--- src/pcpc_pkg.sv ---
// Overview of operation
// - load clock is pixel clock over 8/4/2
// - late latch phase only adds pipeline latency
// - arm then trigger bits start one calibration
// - vsync enable with trigger clear recalibrates
// - programmable clock is pixel clock over N, or over the load period when N is below it
// - programmable rising edges match load rising edges
// - shift clock out is shift in and not blank
// - shift clock stops during retrace blanking
// - source select bit picks internal PLL clock
// - zero reference or feedback divider halts PLL
// - reference divide 3-129 or 6-258 by two
// - feedback divide 12-519 or 24-1038 by two
// - post scaler divides by 1, 2, 4, 8
// - loop runs reference times feedback over reference
// - capture pixel port on latch input rising edge
`default_nettype none
package pcpc_pkg;
   // --------------------
   // register indices, byte address is four times the index
   // --------------------
   localparam logic [5:0] PCPC_IDX_CTRL   = 6'h00;
   localparam logic [5:0] PCPC_IDX_MODE   = 6'h01;
   localparam logic [5:0] PCPC_IDX_STATUS = 6'h02;
   localparam logic [5:0] PCPC_IDX_DIVS   = 6'h03;
   localparam logic [5:0] PCPC_IDX_REF    = 6'h0C;
   localparam logic [5:0] PCPC_IDX_PLLCTL = 6'h0D;
   localparam logic [5:0] PCPC_IDX_FB     = 6'h0F;
   // --------------------
   // field positions
   // --------------------
   localparam int PCPC_CTRL_MUX_LOW  = 0;  // mux_rate_bit_low
   localparam int PCPC_CTRL_MUX_HIGH = 1;  // mux_rate_bit_high
   localparam int PCPC_CTRL_VSCAL    = 2;  // vsync_calibration_enable
   localparam int PCPC_CTRL_INTCLK   = 3;  // internal_clock_source_select
   localparam int PCPC_CTRL_PRG_LO   = 4;  // programmable divider select
   localparam int PCPC_MODE_ARM      = 0;  // calibration_arm_bit
   localparam int PCPC_MODE_TRIG     = 1;  // calibration_trigger_bit
   localparam int PCPC_PCR_RANGE_REF = 1;  // reference_range_bit
   localparam int PCPC_PCR_RANGE_FB  = 2;  // feedback_range_bit
   localparam int PCPC_PCR_POST_LO   = 4;  // post_scale_bit_low
   localparam int PCPC_PCR_FINE_LO   = 6;  // fine_step_bit_low
   // --------------------
   // reset values and divider offsets
   // --------------------
   localparam logic [7:0] PCPC_RST_CTRL   = 8'h00;
   localparam logic [7:0] PCPC_RST_MODE   = 8'h00;
   localparam logic [7:0] PCPC_RST_PLLCTL = 8'h00;
   localparam logic [6:0] PCPC_RST_DIV    = 7'h00;
   localparam logic [8:0] PCPC_REF_OFFSET = 9'h002;
   localparam logic [10:0] PCPC_FB_OFFSET = 11'h008;
   // multiplex rate codes {high, low}
   localparam logic [1:0] PCPC_MUX_4 = 2'h0;
   localparam logic [1:0] PCPC_MUX_2 = 2'h1;
   localparam logic [1:0] PCPC_MUX_8 = 2'h2;
   // pixel port as captured from the frame buffer
   typedef struct packed
   {
      logic [95:0] colour;  // lanes A..D, 24 bits each {r,g,b}
      logic        sync_n;
      logic        blank_n;
      logic [7:0]  psel;
   } pcpc_pix_t;
   // divider setting handed to the analog loop
   typedef struct packed
   {
      logic        run;
      logic        use_pll;
      logic [8:0]  ref_div;
      logic [10:0] fb_div;
      logic [1:0]  post_sel;
   } pcpc_pll_t;
endpackage
`default_nettype wire

--- src/pcpc_clock_ctrl.sv ---
`default_nettype none
module pcpc_clock_ctrl
   import pcpc_pkg::*;
(
   input  wire logic        core_clk,
   input  wire logic        rst_n,
   // axi4-lite slave
   input  wire logic [7:0]  s_axi_awaddr,
   input  wire logic        s_axi_awvalid,
   output logic             s_axi_awready,
   input  wire logic [31:0] s_axi_wdata,
   input  wire logic [3:0]  s_axi_wstrb,
   input  wire logic        s_axi_wvalid,
   output logic             s_axi_wready,
   output logic [1:0]       s_axi_bresp,
   output logic             s_axi_bvalid,
   input  wire logic        s_axi_bready,
   input  wire logic [7:0]  s_axi_araddr,
   input  wire logic        s_axi_arvalid,
   output logic             s_axi_arready,
   output logic [31:0]      s_axi_rdata,
   output logic [1:0]       s_axi_rresp,
   output logic             s_axi_rvalid,
   input  wire logic        s_axi_rready,
   // pins
   input  wire pcpc_pix_t   pixel_port_in,
   input  wire logic        pixel_latch_in,
   input  wire logic        shift_clock_in,
   output logic             load_clock_out,
   output logic             programmable_clock_out,
   output logic             shift_clock_out,
   output logic [23:0]      pixel_stream,
   output logic             pixel_blank_n,
   output logic             pixel_sync_n,
   output pcpc_pll_t        pll_setting
);
   // --------------------
   // helpers
   // --------------------
   // load period in pixel clocks from the multiplex code
   function automatic logic [5:0] load_period(input logic [1:0] m);
      case (m)
         PCPC_MUX_8: load_period = 6'h08;
         PCPC_MUX_2: load_period = 6'h02;
         default:    load_period = 6'h04;
      endcase
   endfunction
   // known register index; the low four indices are contiguous
   function automatic logic idx_ok(input logic [5:0] i);
      idx_ok = (i <= PCPC_IDX_DIVS) || (i == PCPC_IDX_REF) ||
               (i == PCPC_IDX_PLLCTL) || (i == PCPC_IDX_FB);
   endfunction

   // --------------------
   // register storage
   // --------------------
   logic [7:0]  ctrl;        // mux rate, vsync cal, clock source, prg N
   logic [7:0]  mode;        // calibration arm and trigger
   logic [7:0]  pll_ctrl;    // ranges, post scale, fine step
   logic [6:0]  ref_reg;     // pll_reference_divider
   logic [6:0]  fb_reg;      // pll_feedback_divider
   logic        cal_valid;   // latch phase has been calibrated
   logic        cal_req;     // calibration waiting for a latch edge
   logic        late;        // last uncalibrated latch missed window
   logic        aw_hold;     // write address taken
   logic        w_hold;      // write data taken
   logic [5:0]  aw_idx;      // held write index
   logic        aw_bad;      // held write address out of range
   logic [7:0]  w_byte;      // held low data byte
   logic        w_en;        // held low byte strobe
   logic        do_write;    // both halves present

   // --------------------
   // axi4-lite write path
   // --------------------
   assign s_axi_awready = !aw_hold && !s_axi_bvalid;
   assign s_axi_wready  = !w_hold && !s_axi_bvalid;
   assign do_write      = aw_hold && w_hold;

   // address and data are taken independently, in either order
   always_ff @(posedge core_clk)
   begin
      if (!rst_n)
      begin
         aw_hold <= 1'b0;
         w_hold  <= 1'b0;
         aw_idx  <= 6'h00;
         aw_bad  <= 1'b0;
         w_byte  <= 8'h00;
         w_en    <= 1'b0;
      end
      else if (do_write)
      begin
         aw_hold <= 1'b0;
         w_hold  <= 1'b0;
      end
      else
      begin
         if (s_axi_awvalid && s_axi_awready)
         begin
            aw_hold <= 1'b1;
            aw_idx  <= s_axi_awaddr[7:2];
            aw_bad  <= !idx_ok(s_axi_awaddr[7:2]);
         end
         if (s_axi_wvalid && s_axi_wready)
         begin
            w_hold <= 1'b1;
            w_byte <= s_axi_wdata[7:0];
            w_en   <= s_axi_wstrb[0];
         end
      end
   end

   // response one cycle after both halves are held
   always_ff @(posedge core_clk)
   begin
      if (!rst_n)
      begin
         s_axi_bvalid <= 1'b0;
         s_axi_bresp  <= 2'h0;
      end
      else if (do_write)
      begin
         s_axi_bvalid <= 1'b1;
         s_axi_bresp  <= aw_bad ? 2'h2 : 2'h0;  // slverr when unmapped
      end
      else if (s_axi_bready)
      begin
         s_axi_bvalid <= 1'b0;
      end
   end

   // writable registers; status and divider words ignore writes
   always_ff @(posedge core_clk)
   begin
      if (!rst_n)
      begin
         ctrl     <= PCPC_RST_CTRL;
         mode     <= PCPC_RST_MODE;
         pll_ctrl <= PCPC_RST_PLLCTL;
         ref_reg  <= PCPC_RST_DIV;   // PLL starts halted
         fb_reg   <= PCPC_RST_DIV;
      end
      else if (do_write && w_en)
      begin
         case (aw_idx)
            PCPC_IDX_CTRL:   ctrl     <= w_byte;
            PCPC_IDX_MODE:   mode     <= w_byte;
            PCPC_IDX_PLLCTL: pll_ctrl <= w_byte;
            PCPC_IDX_REF:    ref_reg  <= w_byte[6:0];
            PCPC_IDX_FB:     fb_reg   <= w_byte[6:0];
            default:         ctrl     <= ctrl;
         endcase
      end
   end

   // --------------------
   // axi4-lite read path
   // --------------------
   assign s_axi_arready = !s_axi_rvalid;

   always_ff @(posedge core_clk)
   begin
      if (!rst_n)
      begin
         s_axi_rvalid <= 1'b0;
         s_axi_rdata  <= 32'h0000_0000;
         s_axi_rresp  <= 2'h0;
      end
      else if (s_axi_arvalid && s_axi_arready)
      begin
         s_axi_rvalid <= 1'b1;
         s_axi_rresp  <= idx_ok(s_axi_araddr[7:2]) ? 2'h0 : 2'h2;
         case (s_axi_araddr[7:2])
            PCPC_IDX_CTRL:   s_axi_rdata <= {24'h000000, ctrl};
            PCPC_IDX_MODE:   s_axi_rdata <= {24'h000000, mode};
            PCPC_IDX_STATUS: s_axi_rdata <= {28'h0000000, !pll_setting.run,
                                             late, cal_req, cal_valid};
            PCPC_IDX_DIVS:   s_axi_rdata <= {5'h00, pll_setting.fb_div,
                                             7'h00, pll_setting.ref_div};
            PCPC_IDX_REF:    s_axi_rdata <= {25'h0000000, ref_reg};
            PCPC_IDX_PLLCTL: s_axi_rdata <= {24'h000000, pll_ctrl};
            PCPC_IDX_FB:     s_axi_rdata <= {25'h0000000, fb_reg};
            default:         s_axi_rdata <= 32'h0000_0000;
         endcase
      end
      else if (s_axi_rready)
      begin
         s_axi_rvalid <= 1'b0;
      end
   end

   // --------------------
   // PLL divider setting
   // --------------------
   // analog loop, post scaler and clock mux sit outside this block
   always_ff @(posedge core_clk)
   begin
      if (!rst_n)
      begin
         pll_setting <= '0;
      end
      else
      begin
         pll_setting.run     <= (ref_reg != 7'h00) && (fb_reg != 7'h00);
         pll_setting.use_pll <= ctrl[PCPC_CTRL_INTCLK];
         pll_setting.ref_div <= ({2'h0, ref_reg} + PCPC_REF_OFFSET)
                                << pll_ctrl[PCPC_PCR_RANGE_REF];
         pll_setting.fb_div  <= ({2'h0, fb_reg, pll_ctrl[PCPC_PCR_FINE_LO +: 2]}
                                + PCPC_FB_OFFSET) << pll_ctrl[PCPC_PCR_RANGE_FB];
         pll_setting.post_sel <= pll_ctrl[PCPC_PCR_POST_LO +: 2];
      end
   end

   // --------------------
   // load and programmable clock generation
   // --------------------
   logic [4:0] cnt;       // free running pixel clock count
   logic [5:0] lper;      // load period
   logic [5:0] pper;      // programmable period, never below lper
   logic [4:0] lmask;     // phase mask inside one load period
   logic [4:0] phase;     // position inside the load period
   logic       next_load; // load clock value for the next cycle
   logic [4:0] next_pph;  // programmable phase for the next cycle

   assign lper  = load_period(ctrl[PCPC_CTRL_MUX_LOW +: 2]);
   assign lmask = lper[4:0] - 5'h01;
   assign phase = cnt & lmask;
   assign next_load = ((cnt + 5'h01) & lmask) < lper[5:1];
   assign next_pph  = (cnt + 5'h01) & (pper[4:0] - 5'h01);
   // an N below the load period would rise between load edges: clamp
   assign pper  = ((6'h04 << ctrl[PCPC_CTRL_PRG_LO +: 2]) < lper)
                ? lper : (6'h04 << ctrl[PCPC_CTRL_PRG_LO +: 2]);

   // both outputs come from flops so they carry no decode glitches
   always_ff @(posedge core_clk)
   begin
      if (!rst_n)
      begin
         cnt                    <= 5'h00;
         load_clock_out         <= 1'b0;
         programmable_clock_out <= 1'b0;
      end
      else
      begin
         cnt            <= cnt + 5'h01;
         load_clock_out <= next_load;
         // rise only with the load clock, also right after a rate change
         programmable_clock_out <= programmable_clock_out
            ? (next_pph < pper[5:1]) : (next_pph == 5'h00 && next_load && !load_clock_out);
      end
   end

   // --------------------
   // pin synchronisers
   // --------------------
   logic      lat_s1, lat_s2, lat_s3;  // returned latch clock
   logic      sck_s1, sck_s2;          // shift clock input
   pcpc_pix_t pd_s1, pd_s2;            // pixel port, same delay as latch
   logic      lat_edge;                // rising edge of returned latch

   always_ff @(posedge core_clk)
   begin
      if (!rst_n)
      begin
         {lat_s1, lat_s2, lat_s3} <= 3'h0;
         {sck_s1, sck_s2}         <= 2'h0;
         pd_s1                    <= '0;
         pd_s2                    <= '0;
      end
      else
      begin
         {lat_s1, lat_s2, lat_s3} <= {pixel_latch_in, lat_s1, lat_s2};
         {sck_s1, sck_s2}         <= {shift_clock_in, sck_s1};
         pd_s1                    <= pixel_port_in;
         pd_s2                    <= pd_s1;
      end
   end
   assign lat_edge = lat_s2 && !lat_s3;

   // --------------------
   // pixel latch, calibration and pipeline alignment
   // --------------------
   pcpc_pix_t  latched;     // word caught at the latch edge
   pcpc_pix_t  pipe;        // word moved into the pixel clock pipeline
   logic       pending;     // latched word not yet moved
   logic [1:0] bnd_left;    // load boundaries still to wait
   logic [4:0] cal_slot;    // calibrated transfer phase
   logic       xfer;        // move latched word this cycle
   logic       trig_d;      // previous trigger bit
   logic       sync_d;      // previous latched sync
   logic       cal_set;     // calibration request event
   logic [2:0] slot;        // serialiser position

   always_ff @(posedge core_clk)
   begin
      if (!rst_n)
      begin
         latched <= '0;
      end
      else if (lat_edge)
      begin
         latched <= pd_s2;
      end
   end

   // arm then trigger starts one calibration; vsync repeats it
   assign cal_set = (mode[PCPC_MODE_TRIG] && !trig_d && mode[PCPC_MODE_ARM])
                 || (ctrl[PCPC_CTRL_VSCAL] && !mode[PCPC_MODE_TRIG]
                     && sync_d && !latched.sync_n);

   // a new request in the cycle a calibration completes is kept
   always_ff @(posedge core_clk)
   begin
      if (!rst_n)
      begin
         trig_d    <= 1'b0;
         sync_d    <= 1'b1;
         cal_req   <= 1'b0;
         cal_valid <= 1'b0;
         cal_slot  <= 5'h00;
      end
      else
      begin
         trig_d  <= mode[PCPC_MODE_TRIG];
         sync_d  <= latched.sync_n;
         cal_req <= cal_set || (cal_req && !lat_edge);
         if (cal_req && lat_edge)
         begin
            cal_valid <= 1'b1;
            cal_slot  <= (phase + 5'h01) & lmask;
         end
      end
   end

   // calibrated: move at a fixed phase after the latch edge;
   // otherwise move at a load boundary, one later if the edge fell late
   assign xfer = pending && (cal_valid ? (phase == cal_slot)
                                       : (phase == 5'h00 && bnd_left == 2'h1));

   always_ff @(posedge core_clk)
   begin
      if (!rst_n)
      begin
         pending  <= 1'b0;
         bnd_left <= 2'h0;
         late     <= 1'b0;
      end
      else if (lat_edge)
      begin
         pending  <= 1'b1;
         late     <= !cal_valid && (phase >= lper[5:1]);
         bnd_left <= (!cal_valid && (phase >= lper[5:1])) ? 2'h2 : 2'h1;
      end
      else if (xfer)
      begin
         pending <= 1'b0;
      end
      else if (pending && phase == 5'h00 && bnd_left != 2'h1)
      begin
         bnd_left <= bnd_left - 2'h1;
      end
   end

   // serialiser: A,B,C,D at 4:1, A,B at 2:1, GA,RA..GD,RD at 8:1
   always_ff @(posedge core_clk)
   begin
      if (!rst_n)
      begin
         pipe          <= '0;
         slot          <= 3'h0;
         pixel_stream  <= 24'h000000;
         pixel_blank_n <= 1'b0;
         pixel_sync_n  <= 1'b1;
      end
      else
      begin
         if (xfer)
         begin
            pipe <= latched;
            slot <= 3'h0;
         end
         else
         begin
            slot <= slot + 3'h1;
         end
         if (ctrl[PCPC_CTRL_MUX_LOW +: 2] == PCPC_MUX_8)
         begin
            pixel_stream <= {16'h0000, slot[0]
                             ? pipe.colour[7'(slot[2:1]) * 7'h18 + 7'h10 +: 8]
                             : pipe.colour[7'(slot[2:1]) * 7'h18 + 7'h08 +: 8]};
         end
         else
         begin
            // seven bit offset: lane D starts at bit 72
            pixel_stream <= pipe.colour[7'(slot[1:0]) * 7'h18 +: 24];
         end
         pixel_blank_n <= pipe.blank_n;
         pixel_sync_n  <= pipe.sync_n;
      end
   end

   // --------------------
   // shift clock gating
   // --------------------
   // blanking covers retrace, so the video memory stops shifting there
   always_ff @(posedge core_clk)
   begin
      if (!rst_n)
      begin
         shift_clock_out <= 1'b0;
      end
      else
      begin
         shift_clock_out <= sck_s2 && latched.blank_n;
      end
   end
endmodule
`default_nettype wire

--- config.mk ---
export PLATFORM = sky130hd
export DESIGN_NAME = pcpc_clock_ctrl
export DESIGN_NICKNAME = d
export VERILOG_FILES = /design/src/pcpc_pkg.sv /design/src/pcpc_clock_ctrl.sv
export SDC_FILE = /design/constraint.sdc
export NUM_CORES = 1
export LEC_CHECK = 0
export ABC_AREA = 1
export BUFFER_PORTS_ARGS = -buffer_cell sky130_fd_sc_hd__buf_2
export CELL_PAD_IN_SITES_DETAIL_PLACEMENT = 0
export CELL_PAD_IN_SITES_GLOBAL_PLACEMENT = 1
export CORE_MARGIN = 2
export CORE_UTILIZATION = 45
export CTS_CLUSTER_DIAMETER = 60
export DETAILED_ROUTE_END_ITERATION = 16
export GPL_ROUTABILITY_DRIVEN = 0
export PLACE_DENSITY_LB_ADDON = 0.1
export SLEW_MARGIN = 10
export SYNTH_ARGS = -nofsm -noshare
export SYNTH_HDL_FRONTEND = slang
export SYNTH_SLANG_ARGS = --single-unit
--- constraint.sdc ---
create_clock -name core_clk -period 5.3 [get_ports core_clk]
set_clock_uncertainty 0.2 [all_clocks]
set_input_delay 0.795 -clock core_clk [delete_from_list [all_inputs] [get_ports core_clk]]
set_output_delay 0.795 -clock core_clk [all_outputs]
set_load 0.03 [all_outputs]
=== Yosys cells after proc, flatten, opt, wreduce, memory -nomap -nowiden ===
Index checks and enable logic that the tools add are counted.

* Input bits: 167
* Register bits after elaboration: 565
* Logic and storage cells: 189

* Bitwise logic cells: 6
* Reduce and logical (&&, ||, !) cells: 66
* Multiplexer cells: 19
* Order comparisons: 6
* Equality and inequality tests: 19
* Multiply operators: 2
* Add/sub/neg operators: 10
* Shifts and indexed selects: 6

{| class="wikitable"
|+ Operators with widths
! operator !! count
|-
| $shiftx A96 B8 Y8 || 2
|-
| $pmux W27 S7 || 1
|-
| $shiftx A96 B8 Y24 || 1
|-
| $eq A6 B4 Y1 const B || 9
|-
| $logic_and A1 B1 Y1 || 24
|-
| $and A5 B5 Y5 || 4
|-
| $mux W8 || 2
|-
| $reduce_and A2 Y1 || 8
|-
| $reduce_bool A7 Y1 || 2
|-
| $logic_not A1 Y1 || 13
|-
| $eq A6 B1 Y1 const B || 2
|-
| $eq A6 B2 Y1 const B || 2
|-
| $le A6 B2 Y1 const B || 2
|-
| $logic_not A6 Y1 || 2
|-
| $mux W2 || 6
|-
| $shl A10 B1 Y11 || 1
|-
| $add A5 B1 Y5 const B || 2
|-
| $add A9 B4 Y10 const B || 1
|-
| $logic_not A5 Y1 || 2
|-
| $lt A5 B5 Y1 || 2
|-
| $sub A5 B1 Y5 const B || 2
|-
| $shl A8 B1 Y9 || 1
|-
| $add A7 B2 Y8 const B || 1
|-
| $logic_or A1 B1 Y1 || 8
|-
| 19 further kinds || 34
|}

=== Longest topological paths before layout ===
* Depth in word-level cells: 10
* Mapped depth: 22
* Gate-level depth less buffers: 21

=== Worst setup path before layout ===
Ideal clock, no wire load.

* Path type: register to register
* From: register ctrl[0]
* To: register programmable_clock_out
* Library setup time: 0.132 ns
* Period minus slack after synthesis: 3.096 ns
* Arrival: 2.764 ns
* Cell stages (with the launch flop): 23
* Setup slack: 2.204 ns
* Path through: dfxtp_1 > inv_1 > ha_1 > clkbuf_1 > inv_1 > ha_1 > nand2_1 > nand2_1 > inv_1 > nand2_1 > nor2_1 > a21oi_1 > ha_1 > inv_1 > o211ai_1 > nand3_1 > inv_1 > ha_1 > nand2_1 > nor2_1 > o21ai_0 > o2111ai_1 > a21oi_1

* Longest elaborated chain between the ends: 10

{| class="wikitable"
|+ RTL lines
! element !! RTL line !! text
|-
| start, declared || pcpc_clock_ctrl.sv:57 || <nowiki>logic [7:0] ctrl;</nowiki>
|-
| start signal, assigned || pcpc_clock_ctrl.sv:147 || <nowiki>PCPC_IDX_CTRL: ctrl <= w_byte;</nowiki>
|-
| start signal, assigned || pcpc_clock_ctrl.sv:152 || <nowiki>default: ctrl <= ctrl;</nowiki>
|-
| $eq A2 B1 Y1 or $eq A2 B2 Y1 (tied branches) || pcpc_clock_ctrl.sv:42 || <nowiki>case (m)</nowiki>
|-
| $pmux W4 S2 * || pcpc_clock_ctrl.sv:42 ||
|-
| branches (longest 7 deep; another with $lt A6 B6 Y1) || -- ||
|-
| $mux W1 * || pcpc_clock_ctrl.sv:250 || <nowiki>? (next_pph < pper[5:1]) : (next_pph == 5'h00 && next_load && !load_clock_out);</nowiki>
|-
| end signal, assigned || pcpc_clock_ctrl.sv:249 || <nowiki>programmable_clock_out <= programmable_clock_out</nowiki>
|-
| end, declared || pcpc_clock_ctrl.sv:30 || <nowiki>output logic programmable_clock_out,</nowiki>
|}

Mark *: on every way between the ends.
A chain may end at the register's enable or synchronous reset.

=== Worst setup path in the final report ===
Ends and elaborated chain as after synthesis.

==> flow_summary_export.csv <==
group,metric,value,unit
setup_path,crit_type,"flop to flop",
sta,holdWs,0.168,ns
yosys,synth_cells,2695,
pwr,power_frac_comb,8.0,%
die,io-pin-count,261,
sta,min_period,3.87,ns
sta,hold_viol,0,
yosys,synthArstFlopShare,0,%
pwr,p_switching,2210,µW
clocking,cts_tree,"built",
yosys,yosys_most_used_dff,"dfxtp_1",
die,core-area,45300,µm²
sta,setup_violations,0,
routing,vias,16800,
die,start_util,45.5,%
clocking,cts_buffer_depth,3,
pwr,p_int,7010,µW
global_route,grt_pass1_wl,79700,µm
placement,dpl.hpwl,33700,µm
global_route,grt_pass1_vias,15900,
flow_run,drv_cap,0,
clocking,root_buffer,"clkbuf_16",
sta,rsz0062_at_grt,"false",
routing,viasPerCell,4.83,
final_layout,final_cell_mix,"dfxtp_1 (550), nor2_1 (523), nand2_1 (408)",
setup_path,crit_fanout,21,
final_layout,nNetsFinal,3025,
yosys,ys_seq_area_share,53.6,%
yosys,synth-edff-count,0,
pwr,p_leak,0.0116,µW
routing,drtPass1Iterations,5,
setup_path,startpoint_type,"flop",
sta,tightest_slew,1.09,ns
final_layout,layout_commonest_cell,"dfxtp_1",
placement,preCtsSetupSlack,1.48,ns
pwr,ir_drop,0.000242,V
final_layout,drive_gt1_share,12.5,%
die,die-area,47500,µm²
final_layout,fillers,4555,
global_route,grt_max_degree,225,
clocking,clk_pin_slew_worst_paths,0.06,ns
clocking,cts_setup_buffers,0,
setup_path,worstPathArrival,4.16,ns
final_layout,area_delta_synth_final,15.6,%
hold_path,hold_class,"primary input to flop",
die,die_w,218,µm
clocking,numCtsBuffers,57,
outcome,outcome,"finished, final reports clean",
clocking,cts_max_level,2,
routing,drt_iter0_drc,1122,
routing,wl_per_cell,14.3,µm
hold_path,hp-start,"pixel_port_in[78]",
sta,drv_slew,0,
clocking,clock-sinks,551,
pwr,pwr-share-seq,47.6,%
placement,io_buffers,207,
yosys,ys_types,42,
setup_path,reg2reg_from,"ctrl[0]",
yosys,synth.yosys.warnings,0,
final_layout,layout.cells.non_filler,3476,
yosys,synth_area,20600,µm²
routing,drt-total-wl,49600,µm
clocking,cts_hold_buffers,0,
die,fp.dieH,218,µm
pwr,p_sw_share,23.9,%
setup_path,endpoint_kind,"flop",
setup_path,required,5.58,ns
sta,slew_headroom,27.4,%
die,rows,78,
routing,route.detailed.drc,0,
global_route,antenna_found_initial,2,
sta,fin_tns_setup,0,ns
pwr,clkPwrFrac,44.4,%
sta,setup_ws,1.43,ns
sta,max_freq,0.258,GHz
global_route,grt_overflow,0,
setup_path,crit_start,"ctrl[0]",
pwr,power_density,387,nW/µm²
global_route,grt_usage,20.7,%
placement,dp_cells,3371,
yosys,ys_seq_elements,551,
yosys,syn_area_per_cell,7.64,µm²
sta,period_share,73.1,%
clocking,clk_latency,0.60,ns
routing,postRouteAntennaNets,0,
clocking,cts_resized,0,
==> worst max-delay path, stage by stage, from the launching register on <==
cell and delay (ns):
dfxtp_1 0.33, inv_1 0.12, ha_1 0.65, inv_1 0.29, ha_1 0.38, nand2_1 0.05, nand2_1 0.06, inv_1 0.04
nand2_1 0.15, nor2_1 0.06, a21oi_1 0.18, ha_1 0.21, o211ai_1 0.10, nand3_1 0.14, inv_1 0.06, ha_1 0.27
nand2_1 0.07, nor2_1 0.13, o21ai_0 0.10, o2111ai_1 0.09, a21oi_1 0.09
==> final timing paths <==
check,to,slack [ns],cells after the start
worst max-delay path,programmable_clock_out,1.43,20
worst min-delay path,pd_s1[78],0.17,3
worst max register to register,programmable_clock_out,1.43,20
worst min register to register,pd_s2[72],0.21,2
==> area by class of cell <==
class,count,area [µm²],area share [%]
inverters,359,1350,5.68
well taps,600,751,3.15
repair buffers,220,1170,4.91
diodes,1,2.50,0.0105
flip-flops and latches,551,11000,46.3
clock buffers,84,1720,7.22
clock inverters,20,253,1.06
multi-input cells,1641,7530,31.6
==> power by group through the flow <==
stage                     sequential (µW)  clock, µW  combinational, µW
final                                4390       4090                735
after CTS                            4390       4200                737
after floorplan                      4500          0                487
after global placement               4480          0                727
after global routing                 4400       4360                834
after detailed placement             4480          0                734
==> cells in the mapped netlist (2+ instances only) <==
library cell / count / area share, %
a21oi_1: 133 / 3.2
clkbuf_1: 107 / 2.0
buf_12: 2 / 0.19
a22oi_1: 6 / 0.22
o22ai_1: 24 / 0.73
a211oi_1: 3 / 0.11
nand2_1: 408 / 7.4
xnor2_1: 3 / 0.13
clkinv_1: 2 / 0.036
xor2_1: 10 / 0.43
nand3_2: 3 / 0.15
inv_1: 349 / 6.4
nor4_1: 2 / 0.061
nand4_1: 16 / 0.49
nor2_1: 524 / 9.6
nor2_2: 23 / 0.70
o2111ai_1: 2 / 0.085
nand3_1: 34 / 0.83
buf_6: 2 / 0.11
buf_4: 14 / 0.51
o21ai_0: 338 / 8.2
o21ai_1: 13 / 0.32
inv_2: 7 / 0.13
clkbuf_2: 8 / 0.19
dfxtp_1: 551 / 54
nor3_1: 13 / 0.32
a31oi_1: 10 / 0.30
nand2_2: 2 / 0.061
buf_1: 4 / 0.073
o211ai_1: 24 / 0.88
ha_1: 28 / 1.7
nand2_4: 2 / 0.11
buf_2: 19 / 0.46
==> cell families (layout without fill, tap and decap cells) <==
family,Yosys count,after routing,synth area share [%]
AOI/OAI and AO/OA,557,557,14.2
xor gates and xnor gates,13,13,0.553
adders and majority gates,28,28,1.70
buffers and inverters,516,683,10.1
DFF,551,551,53.6
other,1,15,0.0182
and+or+nand+nor,1029,1029,19.8
==> per-stage QoR <==
| step | total power [µW] | instance area, µm² | util [%] |
|---|---|---|---|
| final | 9220 | 23800 | 52.6 |
| after global placement | 5200 | 21800 | 48.2 |
| after global routing | 9600 | 23800 | 52.6 |
| after detailed placement | 5210 | 21800 | 48.2 |
| after floorplan | 4980 | 20600 | - |
| after CTS | 9330 | 23800 | 52.6 |
==> routing by layer <==
layer,up-vias,share of wire (%),GRT usage [%]
met5,-,0.026,0
met4,2,2.7,7.32
li1,8683,-,-
met3,88,4.4,3.03
met2,331,45,33.9
met1,7678,48,27.9
Note: power is estimated with default switching activity, not from simulation.
